`config.mk`:
```
export PLATFORM = sky130hd
export DESIGN_NAME = wwdt_top
export DESIGN_NICKNAME = d
export VERILOG_FILES = /design/src/logic/wwdt_pkg.sv /design/src/logic/wwdt_low_power_rc_osc_osc.sv /design/src/logic/wwdt_top.sv
export SDC_FILE = /design/constraint.sdc
export NUM_CORES = 1
export LEC_CHECK = 0
export BUFFER_PORTS_ARGS = -buffer_cell sky130_fd_sc_hd__buf_2
export CAP_MARGIN = 20
export CORE_MARGIN = 2
export CORE_UTILIZATION = 55
export CTS_CLUSTER_DIAMETER = 200
export DETAILED_ROUTE_END_ITERATION = 12
export PLACE_DENSITY = 0.84
export SLEW_MARGIN = 20
export SYNTH_ARGS = -nofsm -noshare
export SYNTH_HDL_FRONTEND = slang
export SYNTH_HIERARCHICAL = 1
export SYNTH_SLANG_ARGS = --single-unit
```
`constraint.sdc`:
```
create_clock -name pclk -period 9.79 [get_ports pclk]
set_clock_uncertainty 0.1 [all_clocks]
set_input_delay 1.958 -clock pclk [delete_from_list [all_inputs] [get_ports pclk]]
set_output_delay 1.958 -clock pclk [all_outputs]
set_load 0.02 [all_outputs]
```
`src/logic/wwdt_pkg.sv`:
```
// wwdt_pkg: constants and carrier types of the windowed watchdog timer
// assumes a 10 MHz pclk and software access over APB with 32-bit data
package wwdt_pkg;

	////////////////////////////////////////////////////////////////////////////////
	// clocks and timing
	localparam int unsigned PCLK_HZ         = 10_000_000;
	localparam int unsigned LOW_POWER_RC_OSC_HZ         = 32_000;
	localparam int unsigned LOW_POWER_RC_OSC_DIV_CYCLES = PCLK_HZ / LOW_POWER_RC_OSC_HZ;
	localparam int unsigned LOW_POWER_RC_OSC_DIV_W      = 9;
	localparam int unsigned PRESCALE_32_LOG = 5;
	localparam int unsigned PRESCALE_128_LOG = 7;
	localparam int unsigned ELAPSED_W       = 23;

	////////////////////////////////////////////////////////////////////////////////
	// register byte offsets
	localparam logic [7:0] OFS_CONFIG = 8'h00;
	localparam logic [7:0] OFS_RESET_CONTROL_REG   = 8'h04;
	localparam logic [7:0] OFS_STATUS = 8'h08;
	localparam logic [7:0] OFS_MASK   = 8'h0C;
	localparam logic [7:0] OFS_COUNT  = 8'h10;

	////////////////////////////////////////////////////////////////////////////////
	// field positions
	localparam int unsigned RESET_CONTROL_REG_IDLE_BIT     = 2;
	localparam int unsigned RESET_CONTROL_REG_SLEEP_BIT    = 3;
	localparam int unsigned RESET_CONTROL_REG_TIMEOUT_BIT  = 4;
	localparam int unsigned RESET_CONTROL_REG_SOFT_EN_BIT  = 5;
	localparam int unsigned ST_TIMEOUT_BIT    = 0;
	localparam int unsigned ST_WINDOW_BIT     = 1;
	localparam int unsigned ST_WAKE_BIT       = 2;
	localparam int unsigned ST_W              = 3;

	////////////////////////////////////////////////////////////////////////////////
	// reset values
	localparam logic [7:0]      CONFIG_RESET = 8'h7F;
	localparam logic [ST_W-1:0] MASK_RESET   = 3'h0;

	////////////////////////////////////////////////////////////////////////////////
	// carriers
	typedef struct packed {
		logic       hard_enable;
		logic       window_disable;
		logic       reserved;
		logic       prescale_select;
		logic [3:0] postscale_select;
	} wwdt_cfg_t;

	typedef struct packed {
		logic clear_watchdog_instr;
		logic power_save_instr;
		logic power_save_idle;
		logic exit_low_power;
		logic clock_switch_done;
	} wwdt_cpu_evt_t;

	typedef enum logic [1:0] {
		WWDT_RUN   = 2'b00,
		WWDT_SLEEP = 2'b01,
		WWDT_IDLE  = 2'b10
	} wwdt_pmode_t;

endpackage : wwdt_pkg

```
`src/logic/wwdt_low_power_rc_osc_osc.sv`:
```
// wwdt_low_power_rc_osc_osc: low-power rc oscillator model, one tick pulse per 32 kHz period
// assumes pclk at the rate given in the package
`timescale 1ns/1ps
module wwdt_low_power_rc_osc_osc (
	input  wire logic pclk,
	input  wire logic presetn,
	input  wire logic enable,
	output logic      tick
);
	logic [wwdt_pkg::LOW_POWER_RC_OSC_DIV_W-1:0] div_q;
	localparam logic [wwdt_pkg::LOW_POWER_RC_OSC_DIV_W-1:0] DIV_LAST =
		wwdt_pkg::LOW_POWER_RC_OSC_DIV_W'(wwdt_pkg::LOW_POWER_RC_OSC_DIV_CYCLES - 1);

	// oscillator stopped and phase reset while disabled
	always_ff @(posedge pclk or negedge presetn)
	begin
		if (!presetn)
		begin
			div_q <= '0;
			tick  <= 1'b0;
		end
		else if (!enable)
		begin
			div_q <= '0;
			tick  <= 1'b0;
		end
		else
		begin
			tick  <= (div_q == DIV_LAST);
			div_q <= (div_q == DIV_LAST) ? '0 : div_q + 1'b1;
		end
	end
endmodule : wwdt_low_power_rc_osc_osc

```
`src/logic/wwdt_top.sv`:
```
// wwdt_top: windowed watchdog timer with apb registers and one level interrupt
// assumes cpu events are one-cycle pulses synchronous to pclk
//
// Contract
// - counter runs from low_power_rc_osc, enable starts low_power_rc_osc
// - prescaler divides by 32 or 128
// - four-bit postscaler, sixteen ratios
// - clear chain on reset and clock switch
// - clear chain on sleep, wake, clear instruction
// - keeps counting in sleep and idle
// - timeout in low power wakes core
// - sticky timeout flag, software clears it
// - hard enable forces watchdog on
// - otherwise soft enable bit runs it
// - any device reset clears soft enable
// - early clear in window mode resets device
// - prescale select one means divide 128
// - window disable one means no window
//
// Decided for this implementation: the APB register port and the address map.
`timescale 1ns/1ps
module wwdt_top (
	input  wire logic                  pclk,
	input  wire logic                  presetn,
	input  wire logic                  psel,
	input  wire logic                  penable,
	input  wire logic                  pwrite,
	input  wire logic [7:0]            paddr,
	input  wire logic [31:0]           pwdata,
	output logic      [31:0]           prdata,
	output logic                       pready,
	output logic                       pslverr,
	input  wire wwdt_pkg::wwdt_cpu_evt_t cpu_evt,
	output logic                       low_power_rc_osc_en,
	output logic                       device_reset,
	output logic                       wake,
	output logic                       irq
);

	////////////////////////////////////////////////////////////////////////////////
	// state
	wwdt_pkg::wwdt_cfg_t            cfg_q;
	logic                           soft_enable_q;
	logic                           timeout_flag_q;
	logic                           sleep_flag_q;
	logic                           idle_flag_q;
	wwdt_pkg::wwdt_pmode_t          pmode_q;
	logic [wwdt_pkg::ELAPSED_W-1:0] elapsed_q;
	logic [wwdt_pkg::ST_W-1:0]      status_q;
	logic [wwdt_pkg::ST_W-1:0]      mask_q;
	logic                           low_power_rc_osc_tick;
	logic                           run;
	logic                           timeout;
	logic                           win_violation;
	logic                           chain_clear;
	logic                           apb_write;
	logic [4:0]                     shift;
	logic [wwdt_pkg::ELAPSED_W-1:0] period;
	logic [wwdt_pkg::ELAPSED_W-1:0] period_m1;
	logic [wwdt_pkg::ELAPSED_W-1:0] win_start;
	logic [wwdt_pkg::ST_W-1:0]      st_set;
	logic [31:0]                    rd_mux;
	logic                           addr_hit;

	////////////////////////////////////////////////////////////////////////////////
	// oscillator and enables
	assign run = cfg_q.hard_enable | soft_enable_q;

	wwdt_low_power_rc_osc_osc u_low_power_rc_osc (
		.pclk    (pclk),
		.presetn (presetn),
		.enable  (run),
		.tick    (low_power_rc_osc_tick)
	);

	////////////////////////////////////////////////////////////////////////////////
	// period arithmetic
	always_comb
	begin
		shift = cfg_q.prescale_select ? 5'(wwdt_pkg::PRESCALE_128_LOG)
		                              : 5'(wwdt_pkg::PRESCALE_32_LOG);
		period    = 23'h000001 << (shift + 5'(cfg_q.postscale_select));
		period_m1 = period - 23'h000001;
		win_start = period - (period >> 2);
	end

	assign timeout       = run && low_power_rc_osc_tick && (elapsed_q == period_m1);
	assign win_violation = cpu_evt.clear_watchdog_instr && run && !cfg_q.window_disable
	                       && (elapsed_q < win_start);
	assign chain_clear   = cpu_evt.clear_watchdog_instr || cpu_evt.power_save_instr
	                       || cpu_evt.exit_low_power || cpu_evt.clock_switch_done
	                       || device_reset || (timeout && pmode_q != wwdt_pkg::WWDT_RUN);

	////////////////////////////////////////////////////////////////////////////////
	// prescaler and postscaler chain
	always_ff @(posedge pclk or negedge presetn)
	begin
		if (!presetn)
			elapsed_q <= '0;
		else if (chain_clear || !run)
			elapsed_q <= '0;
		else if (low_power_rc_osc_tick)
			elapsed_q <= timeout ? '0 : elapsed_q + 23'h000001;
	end

	////////////////////////////////////////////////////////////////////////////////
	// power mode tracking
	always_ff @(posedge pclk or negedge presetn)
	begin
		if (!presetn)
			pmode_q <= wwdt_pkg::WWDT_RUN;
		else
		begin
			case (pmode_q)
				wwdt_pkg::WWDT_RUN:
				begin
					if (cpu_evt.power_save_instr)
						pmode_q <= cpu_evt.power_save_idle ? wwdt_pkg::WWDT_IDLE : wwdt_pkg::WWDT_SLEEP;
				end
				wwdt_pkg::WWDT_SLEEP, wwdt_pkg::WWDT_IDLE:
				begin
					if (timeout || cpu_evt.exit_low_power || device_reset)
						pmode_q <= wwdt_pkg::WWDT_RUN;
				end
				default:
					pmode_q <= wwdt_pkg::WWDT_RUN;
			endcase
		end
	end

	////////////////////////////////////////////////////////////////////////////////
	// reset and wake outputs
	always_ff @(posedge pclk or negedge presetn)
	begin
		if (!presetn)
		begin
			device_reset <= 1'b0;
			wake         <= 1'b0;
		end
		else
		begin
			device_reset <= (timeout && pmode_q == wwdt_pkg::WWDT_RUN) || win_violation;
			wake         <= timeout && pmode_q != wwdt_pkg::WWDT_RUN;
		end
	end

	always_ff @(posedge pclk or negedge presetn)
	begin
		if (!presetn)
			low_power_rc_osc_en <= 1'b0;
		else
			low_power_rc_osc_en <= run;
	end

	////////////////////////////////////////////////////////////////////////////////
	// apb slave
	assign apb_write = psel && penable && pready && pwrite;

	always_comb
	begin
		addr_hit = 1'b1;
		rd_mux   = 32'h00000000;
		case (paddr)
			wwdt_pkg::OFS_CONFIG: rd_mux = {24'h000000, cfg_q};
			wwdt_pkg::OFS_RESET_CONTROL_REG:   rd_mux = {26'h0000000, soft_enable_q, timeout_flag_q,
			                                sleep_flag_q, idle_flag_q, 2'h0};
			wwdt_pkg::OFS_STATUS: rd_mux = {29'h00000000, status_q};
			wwdt_pkg::OFS_MASK:   rd_mux = {29'h00000000, mask_q};
			wwdt_pkg::OFS_COUNT:  rd_mux = {9'h000, elapsed_q};
			default:              addr_hit = 1'b0;
		endcase
	end

	// answer ready in the first access cycle
	always_ff @(posedge pclk or negedge presetn)
	begin
		if (!presetn)
		begin
			pready  <= 1'b0;
			pslverr <= 1'b0;
			prdata  <= 32'h00000000;
		end
		else
		begin
			pready  <= psel && !penable;
			pslverr <= psel && !penable && !addr_hit;
			prdata  <= (psel && !penable && !pwrite) ? rd_mux : 32'h00000000;
		end
	end

	////////////////////////////////////////////////////////////////////////////////
	// configuration word and mask
	always_ff @(posedge pclk or negedge presetn)
	begin
		if (!presetn)
		begin
			cfg_q  <= wwdt_pkg::CONFIG_RESET;
			mask_q <= wwdt_pkg::MASK_RESET;
		end
		else if (apb_write)
		begin
			if (paddr == wwdt_pkg::OFS_CONFIG)
				cfg_q <= pwdata[7:0];
			if (paddr == wwdt_pkg::OFS_MASK)
				mask_q <= pwdata[wwdt_pkg::ST_W-1:0];
		end
	end

	////////////////////////////////////////////////////////////////////////////////
	// reset control bits: hardware set, or device reset clearing soft enable, wins over software write
	always_ff @(posedge pclk or negedge presetn)
	begin
		if (!presetn)
			soft_enable_q <= 1'b0;
		else if (device_reset)
			soft_enable_q <= 1'b0;
		else if (apb_write && paddr == wwdt_pkg::OFS_RESET_CONTROL_REG)
			soft_enable_q <= pwdata[wwdt_pkg::RESET_CONTROL_REG_SOFT_EN_BIT];
	end

	always_ff @(posedge pclk or negedge presetn)
	begin
		if (!presetn)
			timeout_flag_q <= 1'b0;
		else if (timeout)
			timeout_flag_q <= 1'b1;
		else if (apb_write && paddr == wwdt_pkg::OFS_RESET_CONTROL_REG)
			timeout_flag_q <= timeout_flag_q & pwdata[wwdt_pkg::RESET_CONTROL_REG_TIMEOUT_BIT];
	end

	always_ff @(posedge pclk or negedge presetn)
	begin
		if (!presetn)
		begin
			sleep_flag_q <= 1'b0;
			idle_flag_q  <= 1'b0;
		end
		else
		begin
			if (cpu_evt.power_save_instr && !cpu_evt.power_save_idle)
				sleep_flag_q <= 1'b1;
			else if (apb_write && paddr == wwdt_pkg::OFS_RESET_CONTROL_REG)
				sleep_flag_q <= sleep_flag_q & pwdata[wwdt_pkg::RESET_CONTROL_REG_SLEEP_BIT];
			if (cpu_evt.power_save_instr && cpu_evt.power_save_idle)
				idle_flag_q <= 1'b1;
			else if (apb_write && paddr == wwdt_pkg::OFS_RESET_CONTROL_REG)
				idle_flag_q <= idle_flag_q & pwdata[wwdt_pkg::RESET_CONTROL_REG_IDLE_BIT];
		end
	end

	////////////////////////////////////////////////////////////////////////////////
	// interrupt status, write one to clear, set wins
	always_comb
	begin
		st_set = '0;
		st_set[wwdt_pkg::ST_TIMEOUT_BIT] = timeout;
		st_set[wwdt_pkg::ST_WINDOW_BIT]  = win_violation;
		st_set[wwdt_pkg::ST_WAKE_BIT]    = timeout && pmode_q != wwdt_pkg::WWDT_RUN;
	end

	always_ff @(posedge pclk or negedge presetn)
	begin
		if (!presetn)
			status_q <= '0;
		else if (apb_write && paddr == wwdt_pkg::OFS_STATUS)
			status_q <= st_set | (status_q & ~pwdata[wwdt_pkg::ST_W-1:0]);
		else
			status_q <= st_set | status_q;
	end

	always_ff @(posedge pclk or negedge presetn)
	begin
		if (!presetn)
			irq <= 1'b0;
		else
			irq <= |(status_q & mask_q);
	end

	////////////////////////////////////////////////////////////////////////////////
	// assertions
	property p_osc_follows_enable;
		@(posedge pclk) disable iff (!presetn)
		run |=> low_power_rc_osc_en;
	endproperty
	a_osc_follows_enable: assert property (p_osc_follows_enable)
		else $error("low_power_rc_osc enable not following watchdog enable");

	property p_hard_enable_runs;
		@(posedge pclk) disable iff (!presetn)
		cfg_q.hard_enable ##1 cfg_q.hard_enable |-> low_power_rc_osc_en;
	endproperty
	a_hard_enable_runs: assert property (p_hard_enable_runs)
		else $error("watchdog stopped while hard enable set");

	property p_disabled_stops;
		@(posedge pclk) disable iff (!presetn)
		(!cfg_q.hard_enable && !soft_enable_q) |=> !low_power_rc_osc_en && elapsed_q == '0;
	endproperty
	a_disabled_stops: assert property (p_disabled_stops)
		else $error("watchdog running while both enables clear");

	property p_clear_instr_clears;
		@(posedge pclk) disable iff (!presetn)
		(cpu_evt.clear_watchdog_instr || cpu_evt.power_save_instr) |=> elapsed_q == '0;
	endproperty
	a_clear_instr_clears: assert property (p_clear_instr_clears)
		else $error("chain not cleared by clear or power save");

	property p_switch_clears;
		@(posedge pclk) disable iff (!presetn)
		cpu_evt.clock_switch_done |=> elapsed_q == '0;
	endproperty
	a_switch_clears: assert property (p_switch_clears)
		else $error("chain not cleared by clock switch");

	property p_counts_in_low_power;
		@(posedge pclk) disable iff (!presetn)
		(pmode_q != wwdt_pkg::WWDT_RUN && run && low_power_rc_osc_tick && !chain_clear && !timeout)
		|=> elapsed_q == $past(elapsed_q) + 23'h000001;
	endproperty
	a_counts_in_low_power: assert property (p_counts_in_low_power)
		else $error("chain not advancing in sleep or idle");

	property p_timeout_at_ratio;
		@(posedge pclk) disable iff (!presetn)
		timeout |-> elapsed_q == (23'h000001 << (5'(cfg_q.prescale_select ? 7 : 5)
		                          + 5'(cfg_q.postscale_select))) - 23'h000001;
	endproperty
	a_timeout_at_ratio: assert property (p_timeout_at_ratio)
		else $error("timeout at wrong prescale and postscale count");

	property p_wake_in_low_power;
		@(posedge pclk) disable iff (!presetn)
		(timeout && pmode_q != wwdt_pkg::WWDT_RUN) |=> wake && !device_reset
		                                               && pmode_q == wwdt_pkg::WWDT_RUN;
	endproperty
	a_wake_in_low_power: assert property (p_wake_in_low_power)
		else $error("low power timeout did not wake");

	property p_normal_timeout_resets;
		@(posedge pclk) disable iff (!presetn)
		(timeout && pmode_q == wwdt_pkg::WWDT_RUN) |=> device_reset && timeout_flag_q ##1 !soft_enable_q;
	endproperty
	a_normal_timeout_resets: assert property (p_normal_timeout_resets)
		else $error("normal timeout did not reset and flag");

	property p_flag_sticky;
		@(posedge pclk) disable iff (!presetn)
		(timeout_flag_q && !(apb_write && paddr == wwdt_pkg::OFS_RESET_CONTROL_REG)) |=> timeout_flag_q;
	endproperty
	a_flag_sticky: assert property (p_flag_sticky)
		else $error("timeout flag cleared itself");

	property p_early_clear_resets;
		@(posedge pclk) disable iff (!presetn)
		(cpu_evt.clear_watchdog_instr && run && !cfg_q.window_disable
		 && elapsed_q < (period >> 1)) |=> device_reset;
	endproperty
	a_early_clear_resets: assert property (p_early_clear_resets)
		else $error("early clear in window mode not punished");

	property p_nowindow_no_reset;
		@(posedge pclk) disable iff (!presetn)
		(cpu_evt.clear_watchdog_instr && cfg_q.window_disable && !timeout) |=> !device_reset;
	endproperty
	a_nowindow_no_reset: assert property (p_nowindow_no_reset)
		else $error("clear in non-window mode caused reset");

	property p_reset_clears_soft;
		@(posedge pclk) disable iff (!presetn)
		device_reset |=> !soft_enable_q && elapsed_q == '0;
	endproperty
	a_reset_clears_soft: assert property (p_reset_clears_soft)
		else $error("device reset left soft enable or count");

	c_normal_timeout: cover property (@(posedge pclk) disable iff (!presetn)
		timeout && pmode_q == wwdt_pkg::WWDT_RUN);
	c_wake: cover property (@(posedge pclk) disable iff (!presetn) wake);
	c_window_violation: cover property (@(posedge pclk) disable iff (!presetn) win_violation);
	c_irq: cover property (@(posedge pclk) disable iff (!presetn) $rose(irq));

endmodule : wwdt_top

```
==> results_dict.tcl, run 1 <==
set metrics [dict create \
    status "complete, no violations" \
    synth_fa_ha_area_share_pct 9.68 \
    ir_worst_vdd_mv 0.0927 \
    synth_top_area_share_pct 29.3 \
    rsz0062_at_grt "false" \
    antenna_cells 0 \
    post_cts_buffers 0 \
    total_power_mw 0.756 \
    crit_type "register to register" \
    synth-xor-area-share_pct 5.03 \
    area_growth_pct 9.00 \
    synth_most_common_cell "dfrtp_1" \
    finalHoldViolations 0 \
    portBuffers 54 \
    final_layout_size_suffix_gt1_share_pct 14.8 \
    yosys-top-cells-count "dfrtp_1, nand2_1, nor2_1, inv_1, ha_1" \
    syn_area_per_cell_um2 8.44 \
    clkPwrFrac_pct 42.2 \
    cts-root-buf "clkbuf_16" \
    grt_pass1_vias 5540 \
    coreArea_um2 11400 \
    maxCapViolCount 0 \
    dpl_cell_area_um2 6720 \
    synthArstFlopShare_pct 100 \
    gp_congestion 0.962 \
    dpl.hpwl_mm 11.4 \
    post-route-min-period_ns 5.39 \
    synth_seq_cells 82 \
    grt_overflow 0 \
    clk_latency_ns 0.35 \
    io_pins 88 \
    power.internal_mw 0.559 \
    yosysTopAreaCell "dfrtp_1" \
    hp-class "register to register" \
    p_sw_share_pct 26.0 \
    dp_slack_ns 4.50 \
    start_util_pct 56.2 \
    hold_path_depth 1 \
    grt_start_max_net_pins 71 \
    placed_cells 930 \
    arrival_ns 5.56 \
    routed_wl_mm 15.9 \
    drtAntennaViolNets 0 \
    drtIter0Drc 463 \
    synth_top_family_by_area "simple AND/OR/NAND/NOR gates" \
    routed-wl-met3_mm 1.14 \
    p_sw_mw 0.197 \
    routedWlPerCell_um 16.8 \
    cts.path.max_buffers 2 \
    fin_crit_sh_pct 55.1 \
    setup.worst_path.end_class "register" \
    clk_pin_slew_ns 0.06 \
    die_area_um2 12500 \
    cts.sinks 82 \
    synth_cell_types 76 \
    cts_tree "built" \
    synth-edff-count 0 \
    grt_usage_pct 26.0 \
    htree_levels 3 \
    finalSetupViolCount 0 \
    nets 897 \
    cts_buffers 9 \
    cts-resized-gates 0 \
    path_max_fanout 20 \
    num_vias 5818 \
    p_leak_nw 3.36 \
    share_comb_of_total_power_pct 11.9 \
    slew_headroom_pct 41.1 \
    synth.area.mux_share_pct 3.16 \
    drc 0 \
    synth_area_um2 6410 \
    holdWs_ns 0.362 \
    fp.dieH_um 112 \
    seq_area_frac_synth_pct 32.1 \
    max_freq_mhz 185 \
    via_per_inst 6.15 \
    synthTopCellsByArea "dfrtp_1, ha_1, nand2_1" \
    cp_data_required_time_ns 9.96 \
    grt_pass1_wl_mm 26.4 \
    p_per_area_nw_per_um2 108 \
    rows 39 \
    worstSetupStartpointType "register" \
    tns_ns 0 \
    top_layer "met4" \
    stdcell_count 946 \
    final_area_um2 6990 \
    die_w_um 112 \
    fin_ws_ns 4.40 \
    final_util_pct 61.2 \
    met1Wirelength_mm 6.86 \
    wl_met2_mm 7.35 \
    worst_slew_pin_slew_ns 0.883 \
    synthFlopType "dfrtp_1" \
    fillers 1007 \
    synthCells 760 \
    first_pass_iters 6 \
    grt_antenna_before_repair 0 \
    rr_worst_depth 20 \
    synth_simple_gate_area_share_pct 23.7 \
    synth_compound_area_share_pct 19.1 \
    pwr-share-seq_pct 45.9 \
    hold_buffers 0 \
    synth_warnings 6 \
    maxSlewViolCount 0 \
]
[power by group through the flow]
stage / sequential [mW] / combinational (mW) / clock (mW)
finish: 0.347 / 0.0898 / 0.319
global route: 0.348 / 0.102 / 0.336
CTS: 0.347 / 0.0884 / 0.323
detailed placement: 0.353 / 0.0880 / 0
global placement: 0.353 / 0.0864 / 0
floorplan: 0.353 / 0.0637 / 0
[path summary, 6_finish.rpt]
check                              from       endpoint  slack [ns]
max reg2reg                    cfg_q[1]   device_reset        4.40
min reg2reg                device_reset  soft_enable_q        0.36
max in group asynchronous       presetn      prdata[9]        7.14
min                        device_reset  soft_enable_q        0.36
max                            cfg_q[1]   device_reset        4.40
min in group asynchronous       presetn     prdata[14]        1.34
[state kept, by name, summed over array words and instances, names as in the netlist, 2 cells and up]
| signal | count |
|---|---|
| cfg_q | 8 |
| elapsed_q | 23 |
| mask_q | 3 |
| pmode_q | 2 |
| prdata | 23 |
| status_q | 3 |
| u_low_power_rc_osc/div_q | 9 |
[metal layers]
layer  track usage, %  vias up
li1                 -     2806
met1             35.7     2756
met2             41.1      210
met3             4.03       46
met4             11.1        0
met5                0        -
[area by class of cell]
class | instances | area (µm²) | share of cell area, %
inverter | 50 | 189 | 2.70
clock buffer | 13 | 250 | 3.58
multi-input combinational | 596 | 3980 | 56.9
tap | 143 | 179 | 2.56
clock inverter | 3 | 23.8 | 0.340
sequential | 82 | 2060 | 29.5
timing repair buffer | 59 | 310 | 4.44
[kinds of logic after synthesis]
| group | count (synthesis) |
|---|---|
| AND/OR/NAND/NOR | 289 |
| AO/OA/AOI/OAI | 182 |
| buffers and inverters | 101 |
| flip-flops | 82 |
| adder cells (fa/ha/maj) | 49 |
| XOR/XNOR | 36 |
| multiplexers | 19 |
| other | 2 |
[critical path, cell delays in order (launching register included)]
cell,delay [ns]
dfstp_2,0.55
ha_1,0.52
inv_1,0.18
nor2_1,0.27
nand2_1,0.12
inv_1,0.07
ha_1,0.24
a2111oi_0,0.34
o21ai_0,0.27
a31oi_1,0.42
o31ai_1,0.16
nor3_1,0.19
o21ai_0,0.13
xnor2_1,0.21
ha_1,0.28
a21oi_1,0.26
nand4b_1,0.20
a21oi_1,0.15
o21ai_0,0.10
a31oi_1,0.39
o21bai_1,0.18
[cell usage in the layout (no fill, tap or decap), types with 12 or more instances in the layout]
| cell type | n |
|---|---|
| a31oi_1 | 22 |
| a21o_1 | 12 |
| inv_1 | 49 |
| xnor2_1 | 25 |
| conb_1 | 21 |
| nand4_1 | 18 |
| o21ai_0 | 36 |
| nand2_1 | 70 |
| buf_2 | 53 |
| dfrtp_1 | 75 |
| nor2_1 | 53 |
| a21oi_1 | 32 |
| nor3_1 | 16 |
| and3_1 | 24 |
| nand3_1 | 32 |
| ha_1 | 48 |
Power figures use the tool's default switching activity.
==> inputs of run 2 (changes only) <==
Clock period 9.79 ns to 5.5 ns, I/O delays scaled along.
==> run 2 against run 1 <==
Effect of this change: cell area up 0.68%; hold slack better by 0.0054 ns; first-iteration DRC count up 9.5%; utilization up 0.42 points; sequential cell count unchanged; sequential power up 78%; die area unchanged; clock power up 78%; global-route usage up 0.23 points; maximum frequency up 5.1%; final cell count up 0.53%; largest cell class unchanged; highest routed layer unchanged.
==> results_dict.tcl, run 2 (synthesis gave the netlist of run 1 again) <==
set metrics [dict create \
    fin_ws_ns 0.372 \
    tns_ns 0 \
    crit_type "register to register" \
    rrSetupSlack_ns 0.37 \
    max_freq_mhz 195 \
    io_pins 88 \
    p_per_area_nw_per_um2 192 \
    fp.dieH_um 112 \
    via_per_inst 6.12 \
    coreArea_um2 11400 \
    crit_start "cfg_q[1]" \
    p_sw_share_pct 26.3 \
    cts.sinks 82 \
    routedWlPerCell_um 16.8 \
    total_power_mw 1.35 \
    area_growth_pct 9.74 \
    dp_slack_ns 0.321 \
    power.internal_mw 0.997 \
    mostFrequentLayoutCells "dfrtp_1, nand2_1, nor2_1, buf_2, inv_1" \
    grt_overflow 0 \
    rr_startpoint "cfg_q[1]" \
    status "complete, no violations" \
    top_layer "met4" \
    cts-resized-gates 0 \
    final_common_cell "dfrtp_1" \
    drc 0 \
    clk_pin_slew_ns 0.06 \
    htree_levels 3 \
    worst_slew_pin_slew_ns 0.655 \
    first_pass_iters 7 \
    gp_congestion 0.918 \
    clk_latency_ns 0.35 \
    maxSlewViolCount 0 \
    post_cts_buffers 0 \
    stdcell_count 951 \
    cp_data_required_time_ns 5.67 \
    rsz0062_at_grt "false" \
    p_sw_mw 0.355 \
    start_util_pct 56.2 \
    reg.largest.list "elapsed_q (23), prdata (23), u_low_power_rc_osc/div_q (9)" \
    worstSetupStartpointType "register" \
    placed_cells 935 \
    post-route-min-period_ns 5.13 \
    grt_pass1_vias 5543 \
    clkPwrFrac_pct 42.0 \
    finalSetupViolCount 0 \
    die_area_um2 12500 \
    nets 902 \
    ir_worst_vdd_mv 0.217 \
    cts.path.max_buffers 2 \
    drtIter0Drc 507 \
    dpl.hpwl_mm 11.4 \
    routed_wl_mm 15.9 \
    grt_pass1_wl_mm 26.6 \
    share_comb_of_total_power_pct 12.3 \
    hp-class "register to register" \
    setup.worst_path.end_class "register" \
    cts-root-buf "clkbuf_16" \
    path_max_fanout 11 \
    slew_headroom_pct 56.0 \
    cts_buffers 9 \
    p_leak_nw 3.39 \
    final_layout_size_suffix_gt1_share_pct 15.6 \
    grt_start_max_net_pins 44 \
    met1Wirelength_mm 6.88 \
    hold_buffers 0 \
    antenna_cells 0 \
    arrival_ns 5.30 \
    wl_met2_mm 7.64 \
    r2r-end "device_reset" \
    maxCapViolCount 0 \
    routed-wl-met3_mm 1.10 \
    portBuffers 54 \
    cts_tree "built" \
    num_vias 5819 \
    fin_crit_sh_pct 93.2 \
    drtAntennaViolNets 0 \
    hold_path_depth 1 \
    die_w_um 112 \
    grt_usage_pct 26.2 \
    hp-start "u_low_power_rc_osc/div_q[0]" \
    rows 39 \
    finalHoldViolations 0 \
    hold_path_end "u_low_power_rc_osc/div_q[0]" \
    pwr-share-seq_pct 45.7 \
    rr_worst_depth 19 \
    grt_antenna_before_repair 0 \
]
==> run 2: area by class of cell <==
| type | count | area [µm²] |
|---|---|---|
| inverter | 50 | 189 |
| clock buffer | 13 | 250 |
| tap | 143 | 179 |
| multi-input combinational | 596 | 3990 |
| sequential | 82 | 2060 |
| timing repair buffer | 64 | 348 |
| clock inverter | 3 | 25.0 |
| fill | 1025 | 4380 |
==> run 2: through the flow <==
step	hold WS [ns]	cell area (µm²)	util [%]
after floorplan	0.331	6480	-
after global placement	0.347	6750	59.1
after detailed placement	0.359	6750	59.1
after CTS	0.367	7030	61.5
after global routing	0.409	7040	61.6
final	0.367	7040	61.6
==> run 2: how the worst max path moves through the flow <==
| stage | endpoint | slack (ns) | depth (start not counted) |
|---|---|---|---|
| 2_1_floorplan | device_reset | 1.00 | 19 |
| 3_3_place_gp | device_reset | 0.45 | 19 |
| 3_5_place_dp | device_reset | 0.32 | 19 |
| 4_1_cts | device_reset | 0.24 | 19 |
| 5_1_grt | device_reset | 0.03 | 19 |
| 6_report | device_reset | 0.37 | 19 |
==> run 2: power by group through the flow <==
stage	sequential, mW	combinational [mW]	clock [mW]
CTS	0.617	0.163	0.574
finish	0.618	0.166	0.567
detailed placement	0.628	0.160	0
floorplan	0.628	0.113	0
global placement	0.628	0.155	0
global route	0.618	0.185	0.600
==> run 2: worst max-delay path, stage by stage (launching register included) <==
cell and delay (ns):
dfstp_2 0.55, ha_2 0.32, xor2_2 0.21, and2b_2 0.21, nand2_1 0.09, ha_1 0.35
a2111oi_0 0.37, o21ai_1 0.24, a31oi_2 0.30, o31ai_1 0.14, nor3_1 0.22, o21ai_0 0.15
xnor2_1 0.21, ha_1 0.28, a21oi_1 0.25, nand4b_1 0.21, a21oi_1 0.16, o21ai_0 0.10
a31oi_1 0.39, o21bai_1 0.18
==> run 2: layer usage <==
metal	GRT usage, %	vias to the layer above
met2	41.9	222
met5	0	-
met4	8.21	0
li1	-	2818
met3	4.95	24
met1	36.4	2755
